==> src/rtl/pir_pkg.sv <==
// pir_pkg: constants and carrier types for the peripheral interrupt router.
// assumes a 16-bit io-mapped register port, one io page per peripheral.
package pir_pkg;

  // ------------------------------------------------------------------
  // sizes
  // ------------------------------------------------------------------
  localparam int unsigned NUM_SRC    = 32;
  localparam int unsigned NUM_LINE   = 12;
  localparam int unsigned NUM_MAP    = 8;
  localparam int unsigned CODE_W     = 4;
  localparam int unsigned DATA_W     = 16;
  localparam int unsigned ADDR_W     = 10;
  localparam int unsigned PAGE_W     = 8;

  // ------------------------------------------------------------------
  // io map (page and word offsets)
  // ------------------------------------------------------------------
  localparam logic [PAGE_W-1:0] IO_PAGE       = 8'h01;
  localparam logic [ADDR_W-1:0] MAP_BASE      = 10'h200;
  localparam logic [ADDR_W-1:0] MASK_LOW_OFS  = 10'h208;
  localparam logic [ADDR_W-1:0] MASK_HIGH_OFS = 10'h209;
  localparam logic [ADDR_W-1:0] STAT_BASE     = 10'h210;
  localparam logic [ADDR_W-1:0] STAT_LAST     = 10'h227;

  // ------------------------------------------------------------------
  // reset values and codes
  // ------------------------------------------------------------------
  localparam logic [DATA_W-1:0] MAP_RST       = 16'hFFFF;
  localparam logic [DATA_W-1:0] MASK_RST      = 16'hFFFF;
  localparam logic [DATA_W-1:0] STAT_RST      = 16'h0000;
  localparam logic [CODE_W-1:0] CODE_LAST     = 4'hB;

  // one io access, taken in a single clock
  typedef struct packed {
    logic              rd;
    logic              wr;
    logic [PAGE_W-1:0] page;
    logic [ADDR_W-1:0] addr;
    logic [DATA_W-1:0] wdata;
  } pir_io_req_s;

  // read answer
  typedef struct packed {
    logic              valid;
    logic [DATA_W-1:0] data;
  } pir_io_rsp_s;

endpackage : pir_pkg

==> src/rtl/pir_map_store.sv <==
// pir_map_store: the eight priority-map words.
// assumes one write and one read index per cycle; read data is registered.
`timescale 1ns/10ps
module pir_map_store (
  input  wire logic                                         i_clk_sys,
  input  wire logic                                         i_rst_b,
  input  wire logic                                         i_ce,
  input  wire logic                                         i_wr,
  input  wire logic [2:0]                                   i_widx,
  input  wire logic [pir_pkg::DATA_W-1:0]                   i_wdata,
  input  wire logic [2:0]                                   i_ridx,
  output logic      [pir_pkg::DATA_W-1:0]                   o_rdata,
  output logic      [pir_pkg::NUM_MAP*pir_pkg::DATA_W-1:0]  o_map
);
  import pir_pkg::*;

  logic [DATA_W-1:0] word [NUM_MAP];

  // ------------------------------------------------------------------
  // storage, all words visible at once for routing
  // ------------------------------------------------------------------
  genvar n;
  generate
    for (n = 0; n < NUM_MAP; n++) begin : g_word
      always_ff @(posedge i_clk_sys) begin
        if (!i_rst_b) begin
          word[n] <= MAP_RST;
        end else if (i_ce && i_wr && (i_widx == 3'(n))) begin
          word[n] <= i_wdata;
        end
      end
      assign o_map[n*DATA_W +: DATA_W] = word[n];
    end
  endgenerate

  always_ff @(posedge i_clk_sys) begin
    if (!i_rst_b) begin
      o_rdata <= MAP_RST;
    end else if (i_ce) begin
      o_rdata <= word[i_ridx];
    end
  end

endmodule : pir_map_store

==> src/rtl/pir_router.sv <==
// pir_router: routes 32 peripheral requests onto 12 core user lines.
// assumes request inputs synchronous to i_clk_sys; the core masks and latches.
`timescale 1ns/10ps

// Contract
// - up to 32 sources, each with its own 4-bit code choosing a line.
// - eight 16-bit map words, four codes each, word 0 holds sources 0..3.
// - code n from 0x0 to 0xB drives core user line n.
// - line zero has the highest priority, line eleven the lowest.
// - codes 0xC to 0xF leave the source connected to no line.
// - a line is high while any enabled source routed to it requests.
// - an unrouted source never raises any line.
// - 32-bit mask kept as a low and a high 16-bit word.
// - mask bit set passes the source, reset value is set; clear blocks it.
// - twelve read-only 32-bit status registers, writes ignored.
// - each status register read as separate low and high 16-bit words.
// - status bit k of line j is one exactly while source k drives j.
// - router only forwards requests; no latching or line masking here.
module pir_router (
  input  wire logic                             i_clk_sys,
  input  wire logic                             i_rst_b,
  input  wire logic                             i_ce,
  input  wire pir_pkg::pir_io_req_s             i_io,
  input  wire logic [pir_pkg::NUM_SRC-1:0]      i_src_req,
  output pir_pkg::pir_io_rsp_s                  o_io,
  output logic      [pir_pkg::NUM_LINE-1:0]     o_core_user_line
);
  import pir_pkg::*;

  // ------------------------------------------------------------------
  // io decode
  // ------------------------------------------------------------------
  wire                page_hit  = (i_io.page == IO_PAGE);
  wire                sel_map   = page_hit && (i_io.addr[ADDR_W-1:3] == MAP_BASE[ADDR_W-1:3]);
  wire                sel_mlow  = page_hit && (i_io.addr == MASK_LOW_OFS);
  wire                sel_mhigh = page_hit && (i_io.addr == MASK_HIGH_OFS);
  wire                sel_stat  = page_hit && (i_io.addr >= STAT_BASE)
                                           && (i_io.addr <= STAT_LAST);
  wire [ADDR_W-1:0]   stat_ofs  = i_io.addr - STAT_BASE;
  wire [3:0]          stat_line = stat_ofs[4:1];
  wire                stat_high = stat_ofs[0];
  wire                wr_map    = i_io.wr && sel_map;
  wire                wr_mlow   = i_io.wr && sel_mlow;
  wire                wr_mhigh  = i_io.wr && sel_mhigh;

  // ------------------------------------------------------------------
  // configuration state
  // ------------------------------------------------------------------
  logic [DATA_W-1:0]             mask_low;
  logic [DATA_W-1:0]             mask_high;
  logic [NUM_MAP*DATA_W-1:0]     map_flat;
  logic [DATA_W-1:0]             map_rdata;

  // map words in their own store
  pir_map_store pir_map_store_i (
    .i_clk_sys (i_clk_sys),
    .i_rst_b   (i_rst_b),
    .i_ce      (i_ce),
    .i_wr      (wr_map),
    .i_widx    (i_io.addr[2:0]),
    .i_wdata   (i_io.wdata),
    .i_ridx    (i_io.addr[2:0]),
    .o_rdata   (map_rdata),
    .o_map     (map_flat)
  );

  // two mask words, reset to all pass
  always_ff @(posedge i_clk_sys) begin
    if (!i_rst_b) begin
      mask_low  <= MASK_RST;
      mask_high <= MASK_RST;
    end else if (i_ce) begin
      if (wr_mlow) begin
        mask_low <= i_io.wdata;
      end
      if (wr_mhigh) begin
        mask_high <= i_io.wdata;
      end
    end
  end

  // mask bit n belongs to source n
  wire [NUM_SRC-1:0] mask_all = {mask_high, mask_low};
  // masked sources drop out before routing
  wire [NUM_SRC-1:0] src_live = i_src_req & mask_all;

  // ------------------------------------------------------------------
  // routing matrix: one row per source
  // ------------------------------------------------------------------
  logic [NUM_LINE-1:0] route   [NUM_SRC];
  logic [NUM_SRC-1:0]  stat_col[NUM_LINE];
  logic [NUM_LINE-1:0] next_line;

  genvar k, j;
  generate
    for (k = 0; k < NUM_SRC; k++) begin : g_src
      // code of source k sits in word k/4, nibble k%4
      wire [CODE_W-1:0] code = map_flat[k*CODE_W +: CODE_W];
      for (j = 0; j < NUM_LINE; j++) begin : g_line
        // code j selects line j; codes above 0xB match nothing
        // unrouted source leaves its row all zero
        assign route[k][j]    = (code == CODE_W'(j));
        // status bit: source k is driving line j now
        assign stat_col[j][k] = src_live[k] && route[k][j];
      end
    end
    for (j = 0; j < NUM_LINE; j++) begin : g_or
      // shared line is the or of its routed sources
      assign next_line[j] = |stat_col[j];
    end
  endgenerate

  // bit order of the line bus is priority order, bit 0 highest
  // the core arbitrates, the router keeps no priority of its own
  // registered only for timing, nothing latches a past request
  always_ff @(posedge i_clk_sys) begin
    if (!i_rst_b) begin
      o_core_user_line <= '0;
    end else if (i_ce) begin
      o_core_user_line <= next_line;
    end
  end

  // ------------------------------------------------------------------
  // read path: two-stage so map reads and others line up
  // ------------------------------------------------------------------
  // status words chosen by line and half
  wire [NUM_SRC-1:0] stat_sel  = (stat_line < 4'(NUM_LINE)) ? stat_col[stat_line] : '0;
  wire [DATA_W-1:0]  stat_word = stat_high ? stat_sel[NUM_SRC-1:DATA_W]
                                           : stat_sel[DATA_W-1:0];
  wire [DATA_W-1:0]  rd_other  = sel_mlow  ? mask_low  :
                                 sel_mhigh ? mask_high :
                                 sel_stat  ? stat_word : STAT_RST;

  logic              rd_pend;
  logic              rd_from_map;
  logic [DATA_W-1:0] rd_hold;

  always_ff @(posedge i_clk_sys) begin
    if (!i_rst_b) begin
      rd_pend     <= 1'b0;
      rd_from_map <= 1'b0;
      rd_hold     <= STAT_RST;
    end else if (i_ce) begin
      rd_pend     <= i_io.rd;
      rd_from_map <= i_io.rd && sel_map;
      rd_hold     <= rd_other;
    end
  end

  // status words only reach the read mux, writes to them decode to nothing
  always_ff @(posedge i_clk_sys) begin
    if (!i_rst_b) begin
      o_io <= '0;
    end else if (i_ce) begin
      o_io.valid <= rd_pend;
      o_io.data  <= !rd_pend    ? STAT_RST  :
                    rd_from_map ? map_rdata : rd_hold;
    end
  end

  logic [NUM_LINE-1:0] ref_line;
  always_comb begin
    ref_line = '0;
    for (int s = 0; s < NUM_SRC; s++) begin
      if (i_src_req[s] && mask_all[s] && (map_flat[s*CODE_W +: CODE_W] <= CODE_LAST)) begin
        ref_line[map_flat[s*CODE_W +: CODE_W]] = 1'b1;
      end
    end
  end

  // any source that reaches any line, for the mask check
  logic [NUM_SRC-1:0] drive_any;
  always_comb begin
    drive_any = '0;
    for (int l = 0; l < NUM_LINE; l++) begin
      drive_any = drive_any | stat_col[l];
    end
  end
endmodule : pir_router
==> config.mk <==
export PLATFORM = sky130hd
export DESIGN_NAME = pir_router
export DESIGN_NICKNAME = d
export VERILOG_FILES = /design/src/rtl/pir_pkg.sv /design/src/rtl/pir_map_store.sv /design/src/rtl/pir_router.sv
export SDC_FILE = /design/constraint.sdc
export NUM_CORES = 1
export LEC_CHECK = 0
export BUFFER_PORTS_ARGS = -buffer_cell sky130_fd_sc_hd__buf_2
export CORE_MARGIN = 3
export CORE_UTILIZATION = 35
export DETAILED_ROUTE_END_ITERATION = 12
export SYNTH_ARGS = -nofsm -noshare
export SYNTH_HDL_FRONTEND = slang
export SYNTH_SLANG_ARGS = --single-unit
==> constraint.sdc <==
create_clock -name i_clk_sys -period 2.7 [get_ports i_clk_sys]
set_input_delay 0.135 -clock i_clk_sys [delete_from_list [all_inputs] [get_ports i_clk_sys]]
set_output_delay 0.135 -clock i_clk_sys [all_outputs]
set_load 0.01 [all_outputs]
==> impl_metrics.yaml <==
clocking:
  cts_tree: "built"
  clk_latency_ps: 610
  cts.sink_count: 223
  root_buffer: "clkbuf_16"
  clock_path_buffers: 3
  h-tree-depth: 1
  post_cts_buffers: 0
  clk_pin_slew_ps: 70
  cts_inserted_buffers: 28
final_layout:
  design_area_um2: 19100
  mostFrequentLayoutCells: "buf_4 (202), nand2_1 (175), or3_1 (136), edfxtp_1 (128)"
  final_common_cell: "buf_4"
  final-seq-area_um2: 5750
  layout.nets: 2054
  drive_above_1_share_pct: 20.7
  final_cells: 2592
  multi_input_area_um2: 9190
  fillers: 4303
  area_growth_syn_to_layout_pct: 22.1
  utilization_pct: 43.9
worst_setup_path:
  crit_type: "reg -> reg"
  critPathLaunchType: "flip-flop"
  critPathRequiredTime_ps: 3170
  slowest_delay_ps: 620
  r2r_slack_ps: 80
  critPathBufInv: 0
  cp-end-kind: "flip-flop"
  r2r_cells: 6
  crit_cells: 6
  arrival_ps: 3090
  crit_path_max_fanout: 7
  worstPathCellList: "nand2b_1, nor4_1, a2111oi_0, o311ai_0, nor3_1, a21oi_1"
  crit_slowest_cell: "edfxtp_1"
  critPathTopFamily: "compound AO/OA/AOI/OAI gates"
routing:
  dr.first_iter.drc_count: 3196
  drt-pass1-iter-count: 6
  ant_nets: 0
  drc_errors: 0
  wirelength_um: 107000
  avgRoutedWirePerCell_um: 41.2
  viasPerCell: 6.99
  vias: 18100
synthesis:
  synthArstFlopShare_pct: 0
  synth_nets: 1850
  synth-simple-area-share_pct: 31.9
  yosysUniqueCellTypes: 81
  synth_edf_count: 128
  ys_ff_latch: 223
  synth_compound_area_share_pct: 14.6
  synth_mux_area_share_pct: 6.62
  synth_top_family_by_area: "simple AND/OR/NAND/NOR gates"
  ys_seq_area_share_pct: 36.7
  synth_fa_ha_area_share_pct: 0
  synthCells: 1779
  ys_warn_count: 0
  syn_area_um2: 15700
  synth-xor-area-share_pct: 5.25
  synth_flop_cell: "edfxtp_1"
  avgSynthCellArea_um2: 8.81
die:
  placeableCoreArea_um2: 43600
  ioPinCount: 100
  initial_utilization_pct: 35.9
  dieHeight_um: 218
  die_w_um: 218
  die-area_um2: 47400
  core.rowCount: 76
pwr:
  peakVddDrop_v: 0.000571
  power.density_nw_per_um2: 541
  seqPwrFrac_pct: 39.0
  p_clk_share_pct: 42.0
  leakagePower_nw: 6.66
  p_int_mw: 7.05
  switchingPower_mw: 3.31
  swShare_pct: 31.9
  p_comb_share_pct: 19.1
sta:
  relSlewSlack_pct: 36.3
  finalSetupViolCount: 0
  worst_pin_slew_ps: 953
  finalCritPeriodShare_pct: 96.9
  setup_slack_ps: 82.9
  rsz0062_at_grt: "false"
  final.min_clock_period_ps: 2620
  max_freq_mhz: 382
  worst_clock_skew_ps: 28.3
  holdWs_ps: 46.3
  maxSlewViolCount: 0
  hold_violations: 0
global_routing:
  grt_antenna_before_repair: 8
  grt_usage_pct: 43.8
  grt_start_max_net_pins: 65
  grt_overflow_total: 0
  grt_pass1_wl_um: 143000
  first_global_vias: 16800
place:
  placed_cells_incl_taps: 2525
  place_congestion: 1.15
  pre_cts_slack_ps: -203
  place_area_um2: 17900
  dp_hpwl_um: 84100
  portBuffers: 99
job:
  cap_violations: 0
worst_hold_path:
  hp-class: "in -> reg"
  hold_depth: 4
run_status:
  outcome: "finished clean"
==> power groups by stage <==
stage | clock (mW) | sequential (mW) | combinational [mW]
after CTS | 4.35 | 4.01 | 1.87
after detailed placement | 0 | 4.08 | 1.85
after global routing | 4.47 | 4.03 | 1.99
after global placement | 0 | 4.08 | 1.86
after floorplan | 0 | 3.91 | 0.911
final | 4.35 | 4.04 | 1.97
==> repair_timing <==
item,CTS,global route
hold buffers,13,0
endpoints found under the hold margin,23,0
resized for setup,2,5
pin swaps,0,0
endpoints found under the setup margin,2,4
==> flip-flops by register name, summed over array words and instances, names as in the netlist <==
| signal | flops |
|---|---|
| mask_high | 16 |
| o_io | 17 |
| pir_map_store_i.o_rdata | 16 |
| pir_map_store_i.word | 128 |
| rd_hold | 16 |
| mask_low | 16 |
| rd_from_map | 1 |
| rd_pend | 1 |
| o_core_user_line | 12 |
==> Yosys cell counts (8+ instances only) <==
| cell | instances | area [µm²] |
|---|---|---|
| a2111oi_0 | 8 | 70.1 |
| a21oi_1 | 25 | 125 |
| a22oi_1 | 16 | 120 |
| a31oi_1 | 25 | 156 |
| and2_1 | 18 | 113 |
| and3_1 | 11 | 68.8 |
| buf_1 | 9 | 33.8 |
| buf_2 | 38 | 190 |
| clkbuf_1 | 86 | 323 |
| dfxtp_1 | 95 | 1900 |
| edfxtp_1 | 128 | 3840 |
| inv_1 | 41 | 154 |
| mux2_2 | 10 | 113 |
| mux2i_1 | 20 | 200 |
| mux4_2 | 31 | 698 |
| nand2_1 | 175 | 657 |
| nand2b_1 | 59 | 369 |
| nand3_1 | 88 | 440 |
| nand3b_1 | 19 | 143 |
| nand4_1 | 47 | 294 |
| nand4b_1 | 34 | 298 |
| nor2_1 | 82 | 308 |
| nor2b_1 | 25 | 156 |
| nor3_1 | 91 | 455 |
| nor3b_1 | 12 | 90.1 |
| nor4_1 | 42 | 263 |
| o211ai_1 | 8 | 60.1 |
| o21ai_0 | 65 | 325 |
| o22ai_1 | 62 | 388 |
| o311ai_0 | 9 | 78.8 |
| o32a_1 | 8 | 80.1 |
| o32ai_1 | 39 | 342 |
| or3_1 | 136 | 851 |
| xnor2_1 | 58 | 508 |
| xor2_1 | 36 | 315 |
==> stage by stage <==
step	power, mW	setup TNS, ps
floorplan	4.82	0
global placement	5.94	-523
detailed placement	5.93	-326
CTS	10.2	0
global route	10.5	0
finish	10.4	0
==> cell families (layout without fill, tap and decap cells) <==
logic type	Yosys count	in the layout
simple gates	887	887
compound gates	328	328
flops	223	223
buf+inv	185	410
xor+xnor	94	94
mux	62	62
other cells	0	3
==> worst paths after layout <==
| check | from | to |
|---|---|---|
| max | pir_map_store_i.word[0][3]$_SDFFCE_PN1P_ | o_core_user_line[8]$_SDFFE_PN0P_ |
| min | i_src_req[21] | rd_hold[5]$_SDFFE_PN0P_ |
| max reg2reg | pir_map_store_i.word[0][3]$_SDFFCE_PN1P_ | o_core_user_line[8]$_SDFFE_PN0P_ |
| min reg2reg | pir_map_store_i.o_rdata[2]$_SDFFE_PN1P_ | pir_map_store_i.o_rdata[2]$_SDFFE_PN1P_ |
==> routing by layer <==
layer  up-vias  track usage (%)  wire length, µm
li1       7228                -                -
met1      8878             56.5            39900
met2      1613             63.1            43300
met3       393             15.5            15100
met4         8             26.0             8500
met5         -                0               43
==> tightest hold or removal path, stage by stage <==
cell and delay [ps]:
buf_2 150, nand3_1 110, o31a_1 130, o41ai_1 80
==> area by class of cell <==
cell class / count / area share, %
flip-flops and latches: 223 / 30.0
repair buffers: 317 / 11.8
clock buffers: 39 / 4.36
well taps: 585 / 3.82
multi-input cells: 1371 / 48.0
diodes: 3 / 0.0392
clock inverters: 12 / 1.14
inverters: 42 / 0.824
Note: power is estimated with default switching activity, not from simulation.
